--- config.mk ---
export PLATFORM = sky130hd
export DESIGN_NAME = bkr_regs
export DESIGN_NICKNAME = d
export VERILOG_FILES = /design/src/rtl/bkr_pkg.sv /design/src/rtl/bkr_regs.sv
export SDC_FILE = /design/constraint.sdc
export NUM_CORES = 1
export LEC_CHECK = 0
export ABC_AREA = 1
export BUFFER_PORTS_ARGS = -buffer_cell sky130_fd_sc_hd__buf_2
export CAP_MARGIN = 20
export CORE_MARGIN = 1
export CORE_UTILIZATION = 35
export DETAILED_ROUTE_END_ITERATION = 10
export GPL_ROUTABILITY_DRIVEN = 0
export HOLD_SLACK_MARGIN = 0.1
export SETUP_SLACK_MARGIN = 0.4
export SLEW_MARGIN = 20
export SYNTH_ARGS = -nofsm -noshare
export SYNTH_HDL_FRONTEND = slang
export SYNTH_SLANG_ARGS = --single-unit
--- constraint.sdc ---
create_clock -name clk_i -period 3.15 [get_ports clk_i]
set_clock_uncertainty 0.2 [all_clocks]
set_input_delay 0.315 -clock clk_i [delete_from_list [all_inputs] [get_ports clk_i]]
set_output_delay 0.315 -clock clk_i [all_outputs]
set_load 0.02 [all_outputs]
--- src/rtl/bkr_pkg.sv ---
package bkr_pkg;
    // register offsets on the byte-wide register port
    localparam logic [2:0] ADDR_STATUS = 3'h0;
    localparam logic [2:0] ADDR_SET1 = 3'h1;
    localparam logic [2:0] ADDR_SET2 = 3'h2;
    localparam logic [2:0] ADDR_OUTPUT_VOLTAGE_CODE = 3'h3;
    localparam logic [2:0] ADDR_CMD = 3'h4;
    // status field positions
    localparam int ST_OC = 7;
    localparam int ST_TSD = 6;
    localparam int ST_TWRN = 5;
    localparam int ST_RSV4 = 4;
    localparam int ST_EN = 3;
    localparam int ST_ONE = 2;
    localparam int ST_NOFLT = 1;
    localparam int ST_PG = 0;
    // first settings register fields
    localparam int S1_CURRENT_LIMIT_CODE_LSB = 6;
    localparam int S1_FREQ_LSB = 3;
    // second settings register fields
    localparam int S2_DLY_LSB = 4;
    localparam int S2_MRG_LSB = 2;
    localparam int S2_SS_LSB = 0;
    localparam int CMD_CLR = 0;
    // factory defaults loaded at power-up
    localparam logic [1:0] RST_CURRENT_LIMIT_CODE = 2'h0;
    localparam logic [2:0] RST_FREQ = 3'h0;
    localparam logic [2:0] RST_DLY = 3'h0;
    localparam logic [1:0] RST_MRG = 2'h0;
    localparam logic [1:0] RST_SS = 2'h0;
    localparam logic [7:0] RST_OUTPUT_VOLTAGE_CODE = 8'h00;
    // start-up delay step of half a millisecond
    localparam int CLK_MHZ = 50;
    localparam int DLY_STEP_US = 500;
    localparam int DLY_STEP_CYC = DLY_STEP_US * CLK_MHZ;
    // margin direction codes driven to the reference
    localparam logic [1:0] MRG_NOM = 2'h0;
    localparam logic [1:0] MRG_MINUS = 2'h1;
    localparam logic [1:0] MRG_PLUS = 2'h2;

    typedef enum logic [1:0] {BKR_OFF, BKR_WAIT, BKR_ON} bkr_start_t;

    // latched fault flags
    typedef struct packed {
        logic oc;
        logic tsd;
        logic twrn;
    } bkr_flags_t;

    // whole state of the register bank
    typedef struct packed {
        logic en_s1;
        logic en_s2;
        logic pg_s1;
        logic pg_s2;
        bkr_flags_t flt_s1;
        bkr_flags_t flt_s2;
        bkr_flags_t flags;
        logic [1:0] current_limit_code;
        logic [2:0] freq;
        logic [2:0] dly;
        logic [1:0] mrg;
        logic [1:0] ss;
        logic [7:0] output_voltage_code;
        logic clr;
        bkr_start_t start;
        logic [4:0] steps;
        logic [31:0] tick;
        logic [7:0] rdata;
    } bkr_state_t;
endpackage

--- src/rtl/bkr_regs.sv ---
`timescale 1ns/1ps
// What this block does
// - fault flags set on their condition and stay set afterwards.
// - flags clear only on command bit 0 write at 4h or reset.
// - live status bits follow their condition and drop when it ends.
// - after reset status reads zero except bit 2 one, bit 1 no-fault.
// - status bit 7 latches any overcurrent event.
// - status bit 6 latches any thermal shutdown.
// - status bit 5 latches any thermal warning.
// - status bit 4 always reads zero.
// - status bit 3 mirrors the enable pin level.
// - status bit 0 mirrors the power-good pin level.
// - status register at 0h is read-only diagnostics.
// - first settings bits 7-6 hold the current-limit code.
// - first settings bits 5-3 hold the switching-frequency code.
// - first settings bits 2-0 read zero.
// - settings load factory defaults at reset; writes are not kept.
// - clear-faults bit returns to zero once flags are cleared.
// - start-up delay code delays power delivery after enable rises.
// - margin code changes any time: 00 nominal, 01 minus, else plus.
module bkr_regs #(
    parameter int STEP_CYC = bkr_pkg::DLY_STEP_CYC,
    parameter logic [1:0] DEF_CURRENT_LIMIT_CODE = bkr_pkg::RST_CURRENT_LIMIT_CODE,
    parameter logic [2:0] DEF_FREQ = bkr_pkg::RST_FREQ,
    parameter logic [2:0] DEF_DLY = bkr_pkg::RST_DLY,
    parameter logic [1:0] DEF_SS = bkr_pkg::RST_SS,
    parameter logic [7:0] DEF_OUTPUT_VOLTAGE_CODE = bkr_pkg::RST_OUTPUT_VOLTAGE_CODE
) (
    input wire logic clk_i, // 50 MHz clock
    input wire logic sys_rst_i, // power-on reset, async high
    input wire logic wr_en_i, // one-cycle write strobe
    input wire logic rd_en_i, // one-cycle read strobe
    input wire logic [2:0] addr_i, // register offset
    input wire logic [7:0] wdata_i, // write data
    output logic [7:0] rdata_o, // read data, one cycle after strobe
    input wire logic oc_fault_i, // overcurrent condition, async
    input wire logic tsd_fault_i, // thermal shutdown condition, async
    input wire logic twrn_fault_i, // thermal warning condition, async
    input wire logic enable_pin_i, // enable pin, async
    input wire logic power_good_pin_i, // power-good pin, async
    output logic [1:0] current_limit_code_o, // current-limit code
    output logic [2:0] freq_code_o, // switching frequency code
    output logic [1:0] margin_dir_o, // nominal, minus or plus margin
    output logic [1:0] softstart_code_o, // soft-start slope code
    output logic [7:0] output_voltage_code_o, // output voltage code
    output logic power_deliver_o // power stage run request
);
    // s holds every flop of the bank; next_s is its combinational copy
    bkr_pkg::bkr_state_t s;
    bkr_pkg::bkr_state_t next_s;
    logic [7:0] status;
    logic [4:0] dly_steps;

    // reset value is all constants: the factory defaults
    localparam bkr_pkg::bkr_state_t RST_S = '{
        en_s1: 1'b0, en_s2: 1'b0, pg_s1: 1'b0, pg_s2: 1'b0,
        flt_s1: '0, flt_s2: '0, flags: '0,
        current_limit_code: DEF_CURRENT_LIMIT_CODE, freq: DEF_FREQ, dly: DEF_DLY,
        mrg: bkr_pkg::RST_MRG, ss: DEF_SS, output_voltage_code: DEF_OUTPUT_VOLTAGE_CODE,
        clr: 1'b0, start: bkr_pkg::BKR_OFF, steps: 5'h00,
        tick: 32'h0000_0000, rdata: 8'h00};

    // status word assembled from flags and synchronised pins
    always_comb begin
        status = 8'h00;
        status[bkr_pkg::ST_OC] = s.flags.oc;
        status[bkr_pkg::ST_TSD] = s.flags.tsd;
        status[bkr_pkg::ST_TWRN] = s.flags.twrn;
        status[bkr_pkg::ST_EN] = s.en_s2;
        status[bkr_pkg::ST_ONE] = 1'b1;
        // derived, not stored, so it can never disagree with the flags
        status[bkr_pkg::ST_NOFLT] = (s.flags == '0);
        status[bkr_pkg::ST_PG] = s.pg_s2;
    end

    // delay code to half-millisecond steps: 0,1,2,4,8,12,16,20
    // steps are counted rather than cycles, so the step length can shrink in test
    always_comb begin
        unique case (s.dly)
            3'h0: dly_steps = 5'h00;
            3'h1: dly_steps = 5'h01;
            3'h2: dly_steps = 5'h02;
            3'h3: dly_steps = 5'h04;
            3'h4: dly_steps = 5'h08;
            3'h5: dly_steps = 5'h0c;
            3'h6: dly_steps = 5'h10;
            3'h7: dly_steps = 5'h14;
        endcase
    end

    // next state: synchronisers, flags, register writes, start-up sequencer
    always_comb begin
        next_s = s;
        // two flops on every pin before any logic looks at it
        next_s.en_s1 = enable_pin_i;
        next_s.en_s2 = s.en_s1;
        next_s.pg_s1 = power_good_pin_i;
        next_s.pg_s2 = s.pg_s1;
        next_s.flt_s1 = '{oc: oc_fault_i, tsd: tsd_fault_i, twrn: twrn_fault_i};
        next_s.flt_s2 = s.flt_s1;
        // a clear pending from last cycle empties the flags, then drops itself
        if (s.clr) begin
            next_s.flags = '0;
            next_s.clr = 1'b0;
        end
        // an event in the clearing cycle still sets its flag
        next_s.flags = next_s.flags | s.flt_s2;
        // writes; the status offset has no write path at all
        // settings apply even with enable high; holding enable low is the host's job
        if (wr_en_i) begin
            unique case (addr_i)
                bkr_pkg::ADDR_SET1: begin
                    next_s.current_limit_code = wdata_i[bkr_pkg::S1_CURRENT_LIMIT_CODE_LSB +: 2];
                    next_s.freq = wdata_i[bkr_pkg::S1_FREQ_LSB +: 3];
                end
                bkr_pkg::ADDR_SET2: begin
                    next_s.dly = wdata_i[bkr_pkg::S2_DLY_LSB +: 3];
                    next_s.mrg = wdata_i[bkr_pkg::S2_MRG_LSB +: 2];
                    next_s.ss = wdata_i[bkr_pkg::S2_SS_LSB +: 2];
                end
                bkr_pkg::ADDR_OUTPUT_VOLTAGE_CODE: next_s.output_voltage_code = wdata_i;
                bkr_pkg::ADDR_CMD: begin
                    if (wdata_i[bkr_pkg::CMD_CLR]) begin
                        next_s.clr = 1'b1;
                    end
                end
                default: ;
            endcase
        end
        // read data is registered; unmapped offsets read zero
        if (rd_en_i) begin
            unique case (addr_i)
                bkr_pkg::ADDR_STATUS: next_s.rdata = status;
                bkr_pkg::ADDR_SET1: next_s.rdata = {s.current_limit_code, s.freq, 3'h0};
                bkr_pkg::ADDR_SET2: next_s.rdata = {1'b0, s.dly, s.mrg, s.ss};
                bkr_pkg::ADDR_OUTPUT_VOLTAGE_CODE: next_s.rdata = s.output_voltage_code;
                bkr_pkg::ADDR_CMD: next_s.rdata = {7'h00, s.clr};
                default: next_s.rdata = 8'h00;
            endcase
        end
        // start-up sequencer; dropping enable always stops delivery at once
        // a delay code changed while waiting is used at once, so keep it stable
        unique case (s.start)
            bkr_pkg::BKR_OFF: begin
                next_s.tick = 32'h0000_0000;
                next_s.steps = 5'h00;
                if (s.en_s2) begin
                    next_s.start = bkr_pkg::BKR_WAIT;
                end
            end
            bkr_pkg::BKR_WAIT: begin
                if (!s.en_s2) begin
                    next_s.start = bkr_pkg::BKR_OFF;
                end else if (s.steps >= dly_steps) begin
                    next_s.start = bkr_pkg::BKR_ON;
                end else if (s.tick == 32'(STEP_CYC - 1)) begin
                    next_s.tick = 32'h0000_0000;
                    next_s.steps = s.steps + 5'h01;
                end else begin
                    next_s.tick = s.tick + 32'h0000_0001;
                end
            end
            bkr_pkg::BKR_ON: begin
                if (!s.en_s2) begin
                    next_s.start = bkr_pkg::BKR_OFF;
                end
            end
            default: next_s.start = bkr_pkg::BKR_OFF;
        endcase
    end

    // single state register; reset is the power cycle that restores defaults
    always_ff @(posedge clk_i or posedge sys_rst_i) begin
        if (sys_rst_i) begin
            s <= RST_S;
        end else begin
            s <= next_s;
        end
    end

    // outputs straight from state flops
    assign rdata_o = s.rdata;
    assign current_limit_code_o = s.current_limit_code;
    assign freq_code_o = s.freq;
    assign softstart_code_o = s.ss;
    assign output_voltage_code_o = s.output_voltage_code;
    assign power_deliver_o = (s.start == bkr_pkg::BKR_ON);
    // 10 and 11 both mean plus
    assign margin_dir_o = (s.mrg == 2'h0) ? bkr_pkg::MRG_NOM :
                          (s.mrg == 2'h1) ? bkr_pkg::MRG_MINUS : bkr_pkg::MRG_PLUS;
endmodule

## Yosys cells after proc, flatten, opt, wreduce, memory -nomap -nowiden

Memory sizes are Yosys's and may differ from the RTL's.
Index checks and enable logic that the tools add are counted.

- Register bits: 81
- Memories kept: 1
- Word-level logic and storage cells: 71
- Output and inout bits: 26
- Input port bits: 20
- ROM bits: 40

- Add/subtract/negate cells: 2
- Magnitude comparators: 1
- Bitwise gates (word level): 1
- Reduce and logical (&&, ||, !) cells: 11
- Equal/unequal tests: 14
- Muxes and demuxes: 17

Memory list:

| name | words | bits a word | read ports | clocked after memory_dff | wr ports | line | source |
|---|---|---|---|---|---|---|---|
| (name not given) | 8 | 5 | 1 | 0 | 0 | bkr_regs.sv:79 | `unique case (s.dly)` |

Operators by type and width:

| cell | number |
|---|---|
| $mux W37 | 2 |
| $pmux W37 S2 | 1 |
| $pmux W8 S5 | 1 |
| $add A32 B1 Y32 const B | 1 |
| $eq A32 B15 Y1 const B | 1 |
| $mux W32 | 1 |
| $mux W2 | 6 |
| $ne A2 B2 Y1 const B | 5 |
| $eq A3 B2 Y1 const B | 2 |
| $logic_not A3 Y1 | 2 |
| $pmux W2 S3 | 1 |
| $reduce_and A2 Y1 | 3 |
| $reduce_and A3 Y1 | 2 |
| $add A5 B1 Y5 const B | 1 |
| $ge A5 B5 Y1 | 1 |
| $mux W5 | 1 |
| $eq A2 B1 Y1 const B | 2 |
| $logic_not A2 Y1 | 2 |
| $reduce_and A4 Y1 | 1 |
| $eq A3 B1 Y1 const B | 1 |
| $eq A3 B3 Y1 const B | 1 |
| $mux W1 | 3 |
| $mux W3 | 1 |
| $ne A3 B3 Y1 const B | 1 |
| 3 further kinds | 3 |

## Longest topological paths before layout

Gate-level depths: netlist of run 1.

- Depth after elaboration: 5
- Gate-level depth with buffers: 12
- Gate-level depth less buffers: 11

## Worst setup path after synthesis of run 1

Ideal clock, no wire load.

- Path kind: reg2reg
- From: register s[61] in the netlist's numbering
- To: register s[16] in the netlist's numbering
- Data required time: 2.823 ns
- Slack: 1.026 ns
- Library setup time: 0.127 ns
- Clock period less this slack: 2.124 ns
- Buffers on the path: 1
- Stages on the path, launching flop included: 12
- Arrival: 1.797 ns
- Cells stage by stage: dfrtp_1 -> or2_2 -> ha_1 -> nand2_1 -> inv_1 -> nand2_1 -> nand4_1 -> nand2_2 -> nand2_2 -> buf_2 -> nand2_1 -> o21ai_0

- Cells in the longest elaborated chain, start to end: 4

Ends and longest elaborated chain:

| element | line | source |
|---|---|---|
| start: declaration | bkr_regs.sv:49 | `bkr_pkg::bkr_state_t s;` |
| start signal: assignment | bkr_regs.sv:177 | `s <= next_s;` |
| $mem_v2 Z8 W5 | n/a |  |
| $ge A5 B5 Y1 | bkr_regs.sv:154 | `end else if (s.steps >= dly_steps) begin` |
| $ne A2 B2 Y1 (no line) | n/a |  |
| $reduce_and A3 Y1 (no line) | n/a |  |

No other way between the ends.
A chain may end at the register's enable or synchronous reset.

## Worst setup path after layout of run 1

- From: register s[62] in the netlist's numbering
- To: register s[27] in the netlist's numbering

Same word-level chain as after synthesis.

==> metrics.md, run 1 <==
| Metric | Value |
|---|---|
| Register area share after synthesis | 0.4191 |
| Largest family of logic cells by synthesized area | simple AND/OR/NAND/NOR gates |
| Sw frac | 0.3670 |
| Synth cell types | 34 |
| Gr usage total | 0.1802 |
| Total power | between 3 and 4 mW |
| Max FO, Critical Path | 29 |
| Dpl hpwl | approximately 8.4 mm |
| Ant. Diodes | 0 |
| Final WL | 11.69 mm |
| Max_cap viols | 0 |
| Yosys top cell by area | dfrtp_1 |
| CORE AREA | 13350 um2 |
| Synth Instances | 691 |
| First-pass GRT wire length | 20.27 mm |
| Worst slew margin | 0.6983 |
| Final nets | around 760 |
| Initial antenna violation count | 0 |
| Most common cell in the synthesized netlist | nand2_1 |
| Die ar. | roughly 14000 um2 |
| Wire per inst | about 13 um |
| Int Power | about 1.9 mW |
| Tcrit/Tclk final | 0.7911 |
| WP data required | ~3.2 ns |
| Least-Margin Pin Slew | 0.4515 ns |
| CP max-delay cell | dfrtp_1 |
| Compound-gate portion of the synthesized area | 0.07633 |
| CP Cell Sequence | inv_1 -> or2_2 -> ha_1 -> nand2_1 -> inv_1 -> nand2_1 -> nand4_1 -> nand2_2 -> nand2_8 -> buf_4 -> nand2_1 -> o21ai_2 |
| Post-synth EDFFs | 0 |
| Leakage | approximately 2.6 nW |
| Simple-gate share of the synthesized area | 0.3625 |
| Synth top area share | 0.4191 |
| Syn_nets | ~700 |
| First drt pass iteration count | 5 |
| Mux contribution to synthesized area | 0 |
| Die width | roughly 120 um |
| Flop pwr share | 0.415 |
| Clk sinks | 81 |
| CP Launch Type | flip-flop |
| Area growth syn-to-layout | 14.67% |
| Final setup TNS | 0 ns |
| Crit path time final | roughly 2.5 ns |
| Initial Utilization | 0.3623 |
| Final setup fails | 0 |
| Peak VDD IR | approximately 0.42 mV |
| Number of hold violations in the final report | 0 |
| Setup crit end kind | flip-flop |
| Via Count | roughly 4300 |
| Num ports | between 40 and 50 |
| CTS Buffer Depth | 2 |
| Fin. max-slew vios | 0 |
| Die height | around 120 um |
| Asr flop ratio synth | 1.000 |
| Combinational power share | 0.249 |
| Row cnt | 42 |
| Grt ovf | 0 |
| Top cells by count, synth | nand2_1 (245), nor2_1 (92), dfrtp_1 (81) |
| Vias in the first global route | about 4200 |
| Top post-synthesis cells by area | dfrtp_1 (42%), nand2_1 (19%), nor2_1 (7.1%), nand3_1 (5.6%), inv_1 (5.0%) |
| WS Path Type | reg -> reg |
| Root Buffer | clkbuf_16 |
| ANT nets after route | 0 |
| H-tree depth reported by CTS | 3 |
| Sw Pwr | between 1 and 1.5 mW |
| Syn Area/Cell | about 7 um2 |
| Clock slew at reported path FFs | ~0.07 ns |
| Largest net degree at the start of global routing | roughly 80 |
| Post-CTS setup buffers | 0 |
| DRC | 0 |
| Finished Cell Area | approximately 5500 um2 |
| #FFs+latches synth | slightly above 80 |
| Post-synthesis xor/xnor area fraction | 0.01992 |
| Outcome | completed |
| Final WS setup | approximately 0.66 ns |
| Cell repeated most along the worst path | nand2_1 |
| RSZ-0062 raised after global routing | false |
| Highest Clock Rate | between 400 and 500 MHz |
| Pre-CTS setup slack | 0.4612 ns |
| P per Cell Area | between 500 and 600 nW/um2 |
| Post-Synth Adder-Cell Area | 0.01811 |
| Post-DP Area | ~5000 um2 |
| FF-to-FF setup slack | about 0.66 ns |
| Port Buffer Count | 45 |
| CTS tree | done |
| HP Class | reg -> reg |
| CP max stage delay | 0.42 ns |
| Layout cell share with drive strength beyond 1 | 0.1250 |
| Main synth FF type | dfrtp_1 |
| Crit path DAT | approximately 2.5 ns |
| Clock latency on the worst-skew pair | between 0.3 and 0.4 ns |
| Fillers | 1426 |
| Num CTS Buffers | 9 |
| Mapped cell area | 4836 um2 |
| DR vias/cell | about 4.7 |
| Ys Warns | 0 |
| Initial detailed-routing violation count | ~290 |
| Clock network fraction of design power | 0.336 |
## path summary, 6_finish.rpt
path                                       from                    endpoint  cells after the start
min in group asynchronous             sys_rst_i           s[38]$_DFFE_PP0P_                      4
max in group asynchronous             sys_rst_i  freq_code_o[0]$_DFFE_PP0P_                      4
setup reg to reg              s[62]$_DFFE_PP0P_           s[27]$_DFFE_PP0P_                     12
hold / removal             next_s[73]$_DFF_PP0_             s[73]$_DFF_PP0_                      0
setup / recovery              s[62]$_DFFE_PP0P_           s[27]$_DFFE_PP0P_                     12
hold reg to reg            next_s[73]$_DFF_PP0_             s[73]$_DFF_PP0_                      0
## power by group through the flow
| stage | clock network [mW] | logic [mW] | registers (mW) |
|---|---|---|---|
| 2_1_floorplan | 0 | 0.629 | 1.24 |
| 3_3_place_gp | 0 | 0.719 | 1.27 |
| 3_5_place_dp | 0 | 0.725 | 1.27 |
| 4_1_cts | 1.04 | 0.743 | 1.25 |
| 5_1_grt | 1.08 | 0.855 | 1.27 |
| 6_report | 1.01 | 0.751 | 1.25 |
## area by class of cell
class,count,area (um2),area share
clock inverter,7,58.81,0.01060
inverter,68,256.5,0.04625
sequential,81,2027,0.3655
timing repair buffer,66,437.9,0.07897
multi-input combinational,505,2320,0.4183
clock buffer,9,225.2,0.04061
tap,176,220.2,0.03971
## per-layer routing
| layer | vias to the layer above | track usage | part of all wire |
|---|---|---|---|
| li1 | 2225 | - | - |
| met1 | 1946 | 0.2279 | 0.46 |
| met2 | 109 | 0.2905 | 0.47 |
| met3 | 21 | 0.04943 | 0.049 |
| met4 | 0 | 0.07188 | 0.024 |
| met5 | - | 0 | 0 |
## cells by family (layout without fill, tap and decap cells)
logic type,Yosys count,in the layout
buf+inv,105,150
compound gates,66,66
fa+ha+maj,7,7
flops,81,81
xor+xnor,11,11
simple gates,421,421
## state kept, by name (all words and copies together), names as in the netlist
name / cells
rdata_o: 8
output_voltage_code_o: 8
freq_code_o: 3
current_limit_code_o: 2
softstart_code_o: 2
s: 53
next_s: 5
## through the flow
stage | hold slack (ns) | util | std cells
finish | 0.1522 | 0.4154 | 912
global route | 0.1581 | 0.4154 | 912
detailed placement | 0.1378 | 0.3804 | 879
floorplan | 0.1312 | - | 691
CTS | 0.1535 | 0.4144 | 912
global placement | 0.1337 | 0.3804 | 879
## critical path: cells and delay by family (launching register included)
kind,cells,cell delay [ns]
buf+inv,3,0.36
flops,1,0.42
simple gates,7,1.09
compound gates,1,0.05
fa+ha+maj,1,0.27
## placed cells by master (no fill, tap or decap), drive strengths merged
cell type	n
xnor2	2
clkinvlp	1
clkinv	3
dlygate4sd3	17
or2	1
nor3b	2
a21oi	8
a31oi	1
ha	7
o2111ai	2
inv	71
nor4	1
buf	49
nand3	56
nand4	3
dfrtp	81
a21o	3
nor2	102
nand2	253
xor2	9
nor3	3
o21ai	51
clkbuf	9
a22o	1
## timing repair
item / CTS / global route
hold buffers: 17 / 0
endpoints found under the setup margin: 0 / 13
hold endpoints to repair: 111 / 0
resized for setup: 0 / 2
Power figures use the tool's default switching activity.
==> run 2: changes to the inputs <==
==> constraint.sdc (replaced) <==
create_clock -name clk_i -period 2.18 [get_ports clk_i]
set_clock_uncertainty 0.2 [all_clocks]
set_input_delay 0.218 -clock clk_i [delete_from_list [all_inputs] [get_ports clk_i]]
set_output_delay 0.218 -clock clk_i [all_outputs]
set_load 0.02 [all_outputs]
==> run 2 against run 1 <==
Effect of this change:
- first-iteration DRC count increased by 17%
- clock power increased by 43%
- cell count increased by 2.2%
- largest power group is now combinational cells
- global-route usage decreased by 0.27 points
- design area increased by 8.3%
- sequential share of layout area decreased by 2.8 points
- highest routed layer unchanged
- die area unchanged
- routed wire length increased by 6.6%
- flip-flop and latch count unchanged
==> metrics.md, run 2 (synthesis gave the netlist of run 1 again) <==
| Metric | Value |
|---|---|
| Met1 usage in global routing | 0.2534 |
| CORE AREA | ~13000 um2 |
| Area growth syn-to-layout | 24.22% |
| Num CTS Buffers | 9 |
| First-pass GRT wire length | roughly 20 mm |
| Setup crit end kind | flip-flop |
| Peak VDD IR | ~0.5 mV |
| Final setup fails | 0 |
| Non-filler instance count after layout | 932 |
| Number of hold violations in the final report | 0 |
| Ant. Diodes | 0 |
| Row cnt | 42 |
| CP Launch Type | flip-flop |
| HP Class | reg -> reg |
| Worst slew margin | 0.6947 |
| Highest Clock Rate | about 460 MHz |
| Wire per inst | 13.37 um |
| Cell repeated most along the worst path | nand2_2 |
| WP data required | ~2.2 ns |
| Final WS setup | between 0.02 and 0.025 ns |
| Commonest cells after routing, fill and taps aside | nand2_1 (213), nor2_1 (91), dfrtp_1 (79) |
| Largest net degree at the start of global routing | between 60 and 70 |
| Final nets | 778 |
| CP max-delay cell | dfrtp_2 |
| Max FO, Critical Path | 8 |
| Clk sinks | 81 |
| Grt ovf | 0 |
| Max reg flops | 53 |
| Clock latency on the worst-skew pair | 0.35 ns |
| Met2 Use GR | 0.2691 |
| P per Cell Area | between 800 and 900 nW/um2 |
| Final WL | between 10 and 15 mm |
| Die ar. | between 10000 and 15000 um2 |
| Die width | around 120 um |
| Outcome | completed |
| CTS tree | done |
| Leakage | between 2 and 3 nW |
| DRC | 0 |
| Most Crowded Layer GR | met2 |
| Initial antenna violation count | 0 |
| Root Buffer | clkbuf_16 |
| First drt pass iteration count | 4 |
| Fin. max-slew vios | 0 |
| Met3 Use GR | 0.03279 |
| CP Cell Sequence | or2_4 -> ha_4 -> nand2_4 -> nor2_2 -> nand2_1 -> nand4_1 -> nand2_2 -> nand2_8 -> clkbuf_16 -> nand2_2 -> o21ai_1 |
| Num ports | 46 |
| CP max stage delay | about 0.45 ns |
| Clock slew at reported path FFs | 0.07 ns |
| Initial detailed-routing violation count | approximately 340 |
| Vias in the first global route | roughly 4000 |
| Post-DP Area | a little over 5000 um2 |
| Finished Cell Area | around 6000 um2 |
| Least-Margin Pin Slew | 0.4568 ns |
| Crit path time final | ~2.2 ns |
| Die height | 119.5 um |
| Dpl cells | approximately 880 |
| Initial Utilization | 0.3623 |
| Crit path DAT | roughly 2.2 ns |
| WS Path Type | reg -> reg |
| CTS Buffer Depth | 2 |
| Dpl hpwl | roughly 8.6 mm |
| DR vias/cell | around 4.7 |
| Tcrit/Tclk final | 0.9898 |
| Pre-CTS setup slack | just over 0.05 ns |
| Max_cap viols | 0 |
| Gr usage total | 0.1775 |
| Fillers | ~1400 |
| H-tree depth reported by CTS | 3 |
| Utilization after layout | 0.4500 |
| Layout cell share with drive strength beyond 1 | 0.2063 |
| Port Buffer Count | 45 |
| Final setup TNS | 0 ns |
| RSZ-0062 raised after global routing | true |
| Largest Register | s |
| Via Count | 4426 |
| ANT nets after route | 0 |
| Most common cell after layout, fill and taps aside | nand2_1 |
==> run 2: cell types whose count changed in the layout (fill, tap and decap cells not counted), sizes merged <==
cell         before  now
clkinv            3    2
dlygate4sd3      17   20
inv              71   68
buf              49   62
clkinvlp          1    4
clkbuf            9   14
==> run 2: path summary, 6_finish.rpt <==
check | from | end | slack, ns | cells after the start
max in group asynchronous | sys_rst_i | s[46]$_DFFE_PP0P_ | 0.90 | 4
worst max register to register | s[61]$_DFFE_PP0P_ | s[13]$_DFFE_PP0P_ | 0.02 | 11
worst min-delay path | next_s[77]$_DFF_PP0_ | s[77]$_DFF_PP0_ | 0.15 | 0
worst min register to register | next_s[77]$_DFF_PP0_ | s[77]$_DFF_PP0_ | 0.15 | 0
min in group asynchronous | sys_rst_i | s[25]$_DFFE_PP0P_ | 0.20 | 3
worst max-delay path | s[61]$_DFFE_PP0P_ | s[13]$_DFFE_PP0P_ | 0.02 | 11
==> run 2: timing repair <==
item	4_1_cts	5_1_grt
endpoints found under the setup margin	39	40
gates cloned	0	6
hold buffers	20	0
setup buffers	2	4
resized for setup	4	52
hold endpoints to repair	111	0
pin swaps	1	19
==> run 2: report_power, final <==
group | switching (mW) | total (mW) | internal, mW
Combinational | 1.06 | 1.83 | 0.770
Sequential | 0.155 | 1.80 | 1.65
Clock | 0.658 | 1.44 | 0.786
Total | 1.88 | 5.08 | 3.20
==> run 2: critical path: cells and delay by family (launching register included) <==
kind                     cells  cell delay, ns
adder cells (fa/ha/maj)      1            0.24
AND/OR/NAND/NOR              8            0.89
buffers and inverters        1            0.20
AO/OA/AOI/OAI                1            0.06
flip-flops                   1            0.45
==> run 2: metrics by stage <==
stage	hold WS [ns]	total power, mW
after detailed placement	0.03282	3.067
after global placement	0.03261	3.061
after global routing	0.1577	5.346
after CTS	0.1494	4.578
final	0.1485	5.078
after floorplan	0.04943	2.758
==> run 2: layout make-up <==
class | count | area [um2] | area share
inverters | 68 | 259.0 | 0.04312
repair buffers | 86 | 714.4 | 0.1189
clock inverters | 6 | 51.30 | 0.008540
well taps | 176 | 220.2 | 0.03666
multi-input cells | 505 | 2504 | 0.4168
flip-flops and latches | 81 | 2029 | 0.3378
clock buffers | 10 | 229.0 | 0.03812
==> run 2: layer usage <==
metal / wire length (um) / vias to the layer above
met5: 0 / -
met4: 168 / 0
met3: 650 / 14
met2: 5621 / 95
met1: 6018 / 2045
li1: - / 2272
